===== src/core/sync_action_regs.vh =====
`ifndef SYNC_ACTION_REGS_VH
`define SYNC_ACTION_REGS_VH
// Activation factor codes
`define FAC_NOP 4'h0
`define FAC_RISE 4'hA
`define FAC_FALL 4'hB
`define FAC_LO_RISE 4'hC
`define FAC_HI_RISE 4'hD
`define FAC_LO_FALL 4'hE
`define FAC_HI_FALL 4'hF
// Action codes
`define ACT_NOP 5'h00
`define ACT_LD_SPEED 5'h01
`define ACT_LD_PCNT 5'h02
`define ACT_LD_SPLIT 5'h03
`define ACT_LD_SET 5'h04
`define ACT_SV_LPOS 5'h05
`define ACT_SV_RPOS 5'h06
`define ACT_SV_TIMER 5'h07
`define ACT_SV_CUR 5'h08
`define ACT_PULSE 5'h09
`define ACT_REL 5'h0A
`define ACT_CREL 5'h0B
`define ACT_ABS 5'h0C
`define ACT_CONT_P 5'h0D
`define ACT_CONT_N 5'h0E
`define ACT_MR_REL 5'h0F
`define ACT_MR_ABS 5'h10
`define ACT_DEC_STOP 5'h11
`define ACT_INST_STOP 5'h12
`define ACT_SPD_UP 5'h13
`define ACT_SPD_DN 5'h14
`define ACT_TMR_START 5'h15
`define ACT_TMR_STOP 5'h16
`define ACT_SPLIT_START 5'h17
`define ACT_SPLIT_STOP 5'h18
// Pulse width on general I/O, ns
`define PULSE_WIDTH_NS 1000
`define CLK_PERIOD_NS 50
`define PULSE_CYCLES ((`PULSE_WIDTH_NS + `CLK_PERIOD_NS - 1) / `CLK_PERIOD_NS)
`endif


===== src/core/pin_trigger_detect.v =====
`timescale 1ns/1ps
`default_nettype none
`include "sync_action_regs.vh"
module pin_trigger_detect (
    // Clock and reset
    input wire clk,
    input wire nrst,
    // Set control
    input wire enable,
    input wire [3:0] factor,
    // Synchronised pins
    input wire edge_pin,
    input wire qual_pin,
    // Result
    output wire fire
);
    reg prev_r;
    reg armed_r;
    wire rise = ~prev_r & edge_pin;
    wire fall = prev_r & ~edge_pin;
    reg hit;
    always @* begin
        case (factor)
            `FAC_RISE: hit = rise;
            `FAC_FALL: hit = fall;
            `FAC_LO_RISE: hit = rise & ~qual_pin;
            `FAC_HI_RISE: hit = rise & qual_pin;
            `FAC_LO_FALL: hit = fall & ~qual_pin;
            `FAC_HI_FALL: hit = fall & qual_pin;
            default: hit = 1'b0;
        endcase
    end
    // Edge history runs while disabled and the first enabled cycle is masked, so a pin already at its post-edge level waits
    always @(posedge clk or negedge nrst) begin
        if (!nrst) begin
            prev_r <= 1'b0;
            armed_r <= 1'b0;
        end else begin
            prev_r <= edge_pin;
            armed_r <= enable;
        end
    end
    assign fire = enable & armed_r & hit;
endmodule
`default_nettype wire


===== src/core/sync_action_trigger_dispatch.v =====
// Notes on behaviour
// - Low qualifier with rising edge pin triggers the set.
// - High qualifier with rising edge pin triggers the set.
// - Low qualifier with falling edge pin triggers the set.
// - High qualifier with falling edge pin triggers the set.
// - Low qualifier, edge pin high at enable: wait for fresh rise.
// - High qualifier, edge pin high at enable: wait for fresh rise.
// - Low qualifier, edge pin low at enable: wait for fresh fall.
// - High qualifier, edge pin low at enable: wait for fresh fall.
// - Set k uses pin k as edge and pin k+4 as qualifier.
// - Codes 01-03 load speed, pulse count, split data; 04 per-set load.
// - Codes 05-07 save positions or timer; 08 saves speed on set 0, ramp on set 1, nothing on sets 2 and 3.
// - Codes 0A-0C start relative, counter-relative, absolute driving.
// - Codes 0D, 0E start continuous driving plus and minus.
// - Code 17 starts split pulse at the activation.
// - Code 18 ends running split pulse at the activation.
// - Plain edge factor never fires at enable on post-edge level.
// - Codes 0F, 10 load pulse count from register and start driving in the same cycle.
// - Codes 11, 12 stop by deceleration or instantly.
// - Codes 13, 14 step speed; ignored in S-curve ramp or interpolation.
`timescale 1ns/1ps
`default_nettype none
`include "sync_action_regs.vh"
module sync_action_trigger_dispatch #(
    parameter DW = 32,
    parameter PULSE_CYC = `PULSE_CYCLES
) (
    // Clock and reset
    input wire clk,
    input wire nrst,
    // Per-set setup, four sets packed low to high
    input wire [3:0] set_enable,
    input wire [15:0] set_factor,
    input wire [19:0] set_action,
    input wire [3:0] pulse_neg_logic,
    // General I/O pins
    input wire [7:0] general_io_pin_in,
    output reg [3:0] general_io_pin_out,
    output reg [3:0] general_io_pin_oe,
    // Multi-purpose registers, four sets packed low to high
    input wire [4*DW-1:0] multi_purpose_compare_register,
    output reg [4*DW-1:0] mpr_save_data,
    output reg [3:0] mpr_save_we,
    // Axis values to save, and S-curve and interpolation flags that block speed steps
    input wire [DW-1:0] logical_position_counter,
    input wire [DW-1:0] real_position_counter,
    input wire [DW-1:0] current_timer_value,
    input wire [DW-1:0] current_drive_speed,
    input wire [DW-1:0] current_ramp_value,
    input wire scurve_ramping,
    input wire interp_driving,
    // Parameter loads
    output reg [DW-1:0] load_data,
    output reg ld_drive_speed,
    output reg ld_drive_pulse_count,
    output reg ld_split_pulse_data_one,
    output reg ld_logical_position_counter,
    output reg ld_real_position_counter,
    output reg ld_initial_speed,
    output reg ld_ramp_rate_param,
    // Drive commands
    output reg start_rel,
    output reg start_crel,
    output reg start_abs,
    output reg start_cont_pos,
    output reg start_cont_neg,
    output reg stop_decel,
    output reg stop_instant,
    output reg speed_up,
    output reg speed_down,
    output reg timer_start,
    output reg timer_stop,
    output reg split_start,
    output reg split_stop,
    output reg [3:0] trigger_action_set
);
    ////////////////////////////////////////////////////////////////////////
    // Pin synchronisers
    reg [7:0] pin_s1_r;
    reg [7:0] pin_s2_r;
    always @(posedge clk or negedge nrst) begin
        if (!nrst) begin
            pin_s1_r <= 8'h00;
            pin_s2_r <= 8'h00;
        end else begin
            pin_s1_r <= general_io_pin_in;
            pin_s2_r <= pin_s1_r;
        end
    end

    ////////////////////////////////////////////////////////////////////////
    // Factor detection per set
    wire [3:0] fire;
    genvar g;
    generate
        for (g = 0; g < 4; g = g + 1) begin : det
            pin_trigger_detect u_det (
                .clk(clk),
                .nrst(nrst),
                .enable(set_enable[g]),
                .factor(set_factor[4*g +: 4]),
                .edge_pin(pin_s2_r[g]),
                .qual_pin(pin_s2_r[g+4]),
                .fire(fire[g])
            );
        end
    endgenerate

    ////////////////////////////////////////////////////////////////////////
    // Action dispatch
    reg [4:0] act;
    reg [DW-1:0] mpr_word;
    reg [DW-1:0] save_val;
    reg ld_speed_nxt, ld_pcnt_nxt, ld_split_nxt, ld_lpos_nxt, ld_rpos_nxt;
    reg ld_init_nxt, ld_ramp_nxt;
    reg rel_nxt, crel_nxt, abs_nxt, cp_nxt, cn_nxt, sd_nxt, si_nxt;
    reg up_nxt, dn_nxt, tstart_nxt, tstop_nxt, ss_nxt, sp_nxt;
    reg [DW-1:0] load_nxt;
    reg [4*DW-1:0] save_nxt;
    reg [3:0] we_nxt;
    reg [3:0] pulse_go;
    reg save_ok;
    integer k;
    always @* begin
        ld_speed_nxt = 1'b0;
        ld_pcnt_nxt = 1'b0;
        ld_split_nxt = 1'b0;
        ld_lpos_nxt = 1'b0;
        ld_rpos_nxt = 1'b0;
        ld_init_nxt = 1'b0;
        ld_ramp_nxt = 1'b0;
        rel_nxt = 1'b0;
        crel_nxt = 1'b0;
        abs_nxt = 1'b0;
        cp_nxt = 1'b0;
        cn_nxt = 1'b0;
        sd_nxt = 1'b0;
        si_nxt = 1'b0;
        up_nxt = 1'b0;
        dn_nxt = 1'b0;
        tstart_nxt = 1'b0;
        tstop_nxt = 1'b0;
        ss_nxt = 1'b0;
        sp_nxt = 1'b0;
        load_nxt = load_data;
        save_nxt = mpr_save_data;
        we_nxt = 4'h0;
        pulse_go = 4'h0;
        act = 5'h00;
        mpr_word = {DW{1'b0}};
        save_val = {DW{1'b0}};
        save_ok = 1'b0;
        // Lower set wins the shared load bus when sets fire together
        for (k = 3; k >= 0; k = k - 1) begin
            if (fire[k]) begin
                act = set_action[5*k +: 5];
                mpr_word = multi_purpose_compare_register[DW*k +: DW];
                save_ok = 1'b0;
                save_val = {DW{1'b0}};
                case (act)
                    `ACT_LD_SPEED: begin
                        load_nxt = mpr_word;
                        ld_speed_nxt = 1'b1;
                    end
                    `ACT_LD_PCNT: begin
                        load_nxt = mpr_word;
                        ld_pcnt_nxt = 1'b1;
                    end
                    `ACT_LD_SPLIT: begin
                        load_nxt = mpr_word;
                        ld_split_nxt = 1'b1;
                    end
                    `ACT_LD_SET: begin
                        load_nxt = mpr_word;
                        case (k)
                            0: ld_lpos_nxt = 1'b1;
                            1: ld_rpos_nxt = 1'b1;
                            2: ld_init_nxt = 1'b1;
                            default: ld_ramp_nxt = 1'b1;
                        endcase
                    end
                    `ACT_SV_LPOS: begin
                        save_val = logical_position_counter;
                        save_ok = 1'b1;
                    end
                    `ACT_SV_RPOS: begin
                        save_val = real_position_counter;
                        save_ok = 1'b1;
                    end
                    `ACT_SV_TIMER: begin
                        save_val = current_timer_value;
                        save_ok = 1'b1;
                    end
                    `ACT_SV_CUR: begin
                        if (k == 0) begin
                            save_val = current_drive_speed;
                            save_ok = 1'b1;
                        end else if (k == 1) begin
                            save_val = current_ramp_value;
                            save_ok = 1'b1;
                        end
                    end
                    `ACT_PULSE: pulse_go[k] = 1'b1;
                    `ACT_REL: rel_nxt = 1'b1;
                    `ACT_CREL: crel_nxt = 1'b1;
                    `ACT_ABS: abs_nxt = 1'b1;
                    `ACT_CONT_P: cp_nxt = 1'b1;
                    `ACT_CONT_N: cn_nxt = 1'b1;
                    `ACT_MR_REL: begin
                        load_nxt = mpr_word;
                        ld_pcnt_nxt = 1'b1;
                        rel_nxt = 1'b1;
                    end
                    `ACT_MR_ABS: begin
                        load_nxt = mpr_word;
                        ld_pcnt_nxt = 1'b1;
                        abs_nxt = 1'b1;
                    end
                    `ACT_DEC_STOP: sd_nxt = 1'b1;
                    `ACT_INST_STOP: si_nxt = 1'b1;
                    `ACT_SPD_UP: up_nxt = ~(scurve_ramping | interp_driving);
                    `ACT_SPD_DN: dn_nxt = ~(scurve_ramping | interp_driving);
                    `ACT_TMR_START: tstart_nxt = 1'b1;
                    `ACT_TMR_STOP: tstop_nxt = 1'b1;
                    `ACT_SPLIT_START: ss_nxt = 1'b1;
                    `ACT_SPLIT_STOP: sp_nxt = 1'b1;
                    default: ;
                endcase
                if (save_ok) begin
                    save_nxt[DW*k +: DW] = save_val;
                    we_nxt[k] = 1'b1;
                end
            end
        end
    end

    ////////////////////////////////////////////////////////////////////////
    // Registered command outputs
    always @(posedge clk or negedge nrst) begin
        if (!nrst) begin
            load_data <= {DW{1'b0}};
            mpr_save_data <= {4*DW{1'b0}};
            mpr_save_we <= 4'h0;
            ld_drive_speed <= 1'b0;
            ld_drive_pulse_count <= 1'b0;
            ld_split_pulse_data_one <= 1'b0;
            ld_logical_position_counter <= 1'b0;
            ld_real_position_counter <= 1'b0;
            ld_initial_speed <= 1'b0;
            ld_ramp_rate_param <= 1'b0;
            start_rel <= 1'b0;
            start_crel <= 1'b0;
            start_abs <= 1'b0;
            start_cont_pos <= 1'b0;
            start_cont_neg <= 1'b0;
            stop_decel <= 1'b0;
            stop_instant <= 1'b0;
            speed_up <= 1'b0;
            speed_down <= 1'b0;
            timer_start <= 1'b0;
            timer_stop <= 1'b0;
            split_start <= 1'b0;
            split_stop <= 1'b0;
            trigger_action_set <= 4'h0;
        end else begin
            load_data <= load_nxt;
            mpr_save_data <= save_nxt;
            mpr_save_we <= we_nxt;
            ld_drive_speed <= ld_speed_nxt;
            ld_drive_pulse_count <= ld_pcnt_nxt;
            ld_split_pulse_data_one <= ld_split_nxt;
            ld_logical_position_counter <= ld_lpos_nxt;
            ld_real_position_counter <= ld_rpos_nxt;
            ld_initial_speed <= ld_init_nxt;
            ld_ramp_rate_param <= ld_ramp_nxt;
            start_rel <= rel_nxt;
            start_crel <= crel_nxt;
            start_abs <= abs_nxt;
            start_cont_pos <= cp_nxt;
            start_cont_neg <= cn_nxt;
            stop_decel <= sd_nxt;
            stop_instant <= si_nxt;
            speed_up <= up_nxt;
            speed_down <= dn_nxt;
            timer_start <= tstart_nxt;
            timer_stop <= tstop_nxt;
            split_start <= ss_nxt;
            split_stop <= sp_nxt;
            trigger_action_set <= fire;
        end
    end

    ////////////////////////////////////////////////////////////////////////
    // Pulse output on pins 0-3; retrigger restarts the width
    reg [15:0] pcnt_r [0:3];
    integer j;
    always @(posedge clk or negedge nrst) begin
        if (!nrst) begin
            for (j = 0; j < 4; j = j + 1) begin
                pcnt_r[j] <= 16'h0000;
            end
            general_io_pin_out <= 4'h0;
            general_io_pin_oe <= 4'h0;
        end else begin
            for (j = 0; j < 4; j = j + 1) begin
                if (pulse_go[j]) begin
                    pcnt_r[j] <= PULSE_CYC[15:0];
                    general_io_pin_oe[j] <= 1'b1;
                end else if (pcnt_r[j] != 16'h0000) begin
                    pcnt_r[j] <= pcnt_r[j] - 16'h0001;
                end
                general_io_pin_out[j] <= (pulse_go[j] | (pcnt_r[j] > 16'h0001))
                    ^ pulse_neg_logic[j];
            end
        end
    end
endmodule
`default_nettype wire


===== config.mk =====
export PLATFORM = sky130hd
export DESIGN_NAME = sync_action_trigger_dispatch
export DESIGN_NICKNAME = d
export VERILOG_FILES = /design/src/core/pin_trigger_detect.v /design/src/core/sync_action_trigger_dispatch.v
export VERILOG_INCLUDE_DIRS = /design/src /design/src/core
export SDC_FILE = /design/constraint.sdc
export NUM_CORES = 1
export LEC_CHECK = 0
export BUFFER_PORTS_ARGS = -buffer_cell sky130_fd_sc_hd__buf_2
export CAP_MARGIN = 20
export CORE_AREA = 2 2 208 210
export CTS_BUF_LIST = sky130_fd_sc_hd__clkbuf_16
export DETAILED_ROUTE_END_ITERATION = 6
export DIE_AREA = 0 0 210 212
export GPL_TIMING_DRIVEN = 1
export PLACE_DENSITY = 0.63
export SLEW_MARGIN = 20
export SYNTH_ARGS = -nofsm -noshare
export SYNTH_HDL_FRONTEND = slang
export SYNTH_SLANG_ARGS = --single-unit

===== constraint.sdc =====
create_clock -name clk -period 3.49 [get_ports clk]
set_clock_uncertainty 0.15 [all_clocks]
set_input_delay 0.5235 -clock clk [delete_from_list [all_inputs] [get_ports clk]]
set_output_delay 0.5235 -clock clk [all_outputs]
set_load 0.02 [all_outputs]

==> flow_summary.ini <==
[routing]
top_layer = met5
drc = 0
wl_met2_um = 30700
drtPass1Iterations = 6
ant_nets = 0
routed_via_density = 5.70
met1Wirelength_um = 24100
vias = 15600
routed_wl_um = 62800
dr_wl_met3_um = 4980
wl_per_cell_um = 23.0
drt_iter0_drc = 987

[critical_path]
arrival_ns = 3.19
crit_type = register to register
worst-endpoint-required_ns = 3.83
critPathMaxFanout = 10
startpoint_type = register
r2r-start = det[1].u_det.prev_r
critPathLaunch = det[1].u_det.prev_r
end_kind = register

[timing]
hold_viol_final = 0
finalCritPeriodShare = 0.816
setup_viol = 0
drv_slew = 0
rsz0062_at_grt = false
worst_slew_pin_slew_ns = 1.08
tns_ns = 0
fmax_mhz = 351
relSlewSlack = 0.277
fin_crit_ns = 2.85

[logic_synthesis]
syn_area_sq_mm = 0.0159
synth_edf_count = 0
synth_seq_cells = 284
synth_warnings = 0
synth_top_cell_by_area = dfrtp_1
synthArstFlopShare = 1.00
synth_nets = 1986
ys_seq_area_frac = 0.448
ys.flop_type = dfrtp_1
syn_area_per_cell_sq_um = 9.71
synthDistinctLibCells = 70
syn-instance-count = 1634
synth_area_leaders = dfrtp_1 (45%), mux2_2 (8.8%), a22oi_1 (6.4%), nand2_1 (5.3%), clkbuf_1 (2.6%)
yosysTopAreaCellShare = 0.448

[global_routing]
grt_max_degree = 82
grt-ovfl-total = 0
grt_pass1_wl_um = 94200
grt_pass1_vias = 15800
grt_usage = 0.277
antenna_found_initial = 10

[power_and_ir_drop]
p_int_w = 0.00689
combPwrFrac = 0.180
seqPwrFrac = 0.398
p_switching_w = 0.00278
swShare = 0.287
leakagePower_nw = 10.1
pwr-share-clk = 0.422
power_density_mw_per_mm2 = 466
ir_drop_mv = 0.318
power.total_w = 0.00967

[place]
port_buffers = 539
placed_area_sq_mm = 0.0193
routabilityCongestion = 0.908
place_hpwl_um = 45400

[floorplan]
die_area_sq_mm = 0.0445
ios = 540
die_w_um = 210
start_util = 0.373
core_area_sq_mm = 0.0425
die_h_um = 212
fp-row-count = 76

[finish]
multi_input_area_sq_mm = 0.00829
nets = 2507
seqCellArea_sq_mm = 0.00711
area_growth_pct = 30.8
final_design_area_no_fill_sq_mm = 0.0207
fill_cells = 4079
drive_gt1_frac = 0.367

[cts]
cts_buffers = 37
cts.repair.resized = 0
h-tree-depth = 2
clk_latency_ns = 0.55
clkTransAtPathRegs_ns = 0.06
cts_tree = yes
postCtsSetupBuffers = 0
cts_buffer_depth = 3
holdBufCountCts = 19
cts-root-buf = clkbuf_16
cts.sinks = 284

[worst_hold_path]
hp-class = primary input to register
worstHoldStart = pulse_neg_logic[0]

[flow_run]
drv_cap = 0

[outcome]
outcome = completed
[per-stage QoR]
stage	setup WS (ns)	std cells	util	hold slack, ns
3_3_place_gp	0.395	2643	0.453	0.182
2_1_floorplan	0.847	1634	-	0.0779
3_5_place_dp	0.347	2643	0.453	0.185
5_1_grt	0.511	2731	0.488	0.0110
4_1_cts	0.682	2729	0.488	0.000838
6_report	0.644	2734	0.488	0.0219
[sequential cells by signal, indices dropped and copies added, names as in the netlist, 4 cells and up]
| register | count |
|---|---|
| det.u_det.prev_r | 4 |
| general_io_pin_oe | 4 |
| load_data | 32 |
| trigger_action_set | 4 |
| pin_s2_r | 8 |
| mpr_save_we | 4 |
| general_io_pin_out | 4 |
| mpr_save_data | 128 |
| pin_s1_r | 8 |
| pcnt_r | 64 |
| det.u_det.armed_r | 4 |
[path summary, 6_finish.rpt]
path	to	slack (ns)	cells after the start
worst max-delay path	speed_up	0.64	6
worst min-delay path	general_io_pin_out[0]	0.02	2
worst max register to register	speed_up	0.64	6
worst min register to register	pin_s2_r[6]	0.20	0
max in group asynchronous	load_data[2]	1.83	3
min in group asynchronous	mpr_save_data[40]	0.41	2
[logic make-up after synthesis]
group / Yosys count / synth area share
multiplexers: 162 / 0.112
AO/OA/AOI/OAI: 422 / 0.195
buffers and inverters: 142 / 0.0344
XOR/XNOR: 60 / 0.0331
AND/OR/NAND/NOR: 556 / 0.171
adder cells (fa/ha/maj): 8 / 0.00631
flip-flops: 284 / 0.448
[synth_stat cells (all sizes together) (19+ instances only)]
| library cell | n |
|---|---|
| a21oi | 21 |
| a22o | 46 |
| a22oi | 136 |
| a31oi | 31 |
| and3 | 32 |
| clkbuf | 108 |
| dfrtp | 284 |
| mux2 | 128 |
| mux2i | 34 |
| nand2 | 224 |
| nand2b | 19 |
| nand3 | 26 |
| nor2 | 106 |
| nor3 | 28 |
| nor4 | 21 |
| o211ai | 29 |
| o21ai | 57 |
| o31ai | 34 |
| xnor2 | 41 |
| xor2 | 19 |
[power groups by stage]
stage	combinational (W)	clock, W	sequential, W
floorplan	0.000848	0	0.00402
global placement	0.00167	0	0.00389
detailed placement	0.00172	0	0.00390
CTS	0.00174	0.00417	0.00385
global route	0.00191	0.00431	0.00389
finish	0.00174	0.00408	0.00385
[layout by cell type, fill, tap and decap left out, drive strengths merged, types with 11 or more instances in the layout]
cell type	netlist	final
a21oi	21	21
a221o	15	15
a22o	46	46
a22oi	136	136
a31oi	31	31
and3	32	32
buf	14	585
clkbuf	108	39
clkinv	2	15
dfrtp	284	284
dlygate4sd3	0	19
inv	18	24
mux2	128	128
mux2i	34	34
nand2	224	224
nand2b	19	19
nand3	26	26
nand3b	11	11
nand4	14	14
nor2	106	106
nor2b	18	18
nor3	28	28
nor4	21	21
o211ai	29	29
o21ai	57	57
o31ai	34	34
or3	11	11
xnor2	41	41
xor2	19	19
[metal layers]
metal | vias to the layer above | GRT usage
li1 | 7106 | -
met1 | 7621 | 0.316
met2 | 681 | 0.485
met3 | 167 | 0.0765
met4 | 12 | 0.122
met5 | - | 0
[final cells by class]
class | instances | share of cell area
multi-input combinational | 1208 | 0.399
antenna | 5 | 0.000603
inverter | 20 | 0.00362
clock buffer | 39 | 0.0470
timing repair buffer | 604 | 0.159
clock inverter | 28 | 0.0153
sequential | 284 | 0.343
tap | 546 | 0.0329
[worst max-delay path: stages, from the launching register on]
cell and delay, ns:
dfrtp_1 0.38, nand2b_1 0.14, mux2i_1 0.40, nand3_1 0.45, o32a_1 0.48, a211oi_1 0.22, dlygate4sd3_1 0.58
Power figures use the tool's default switching activity.
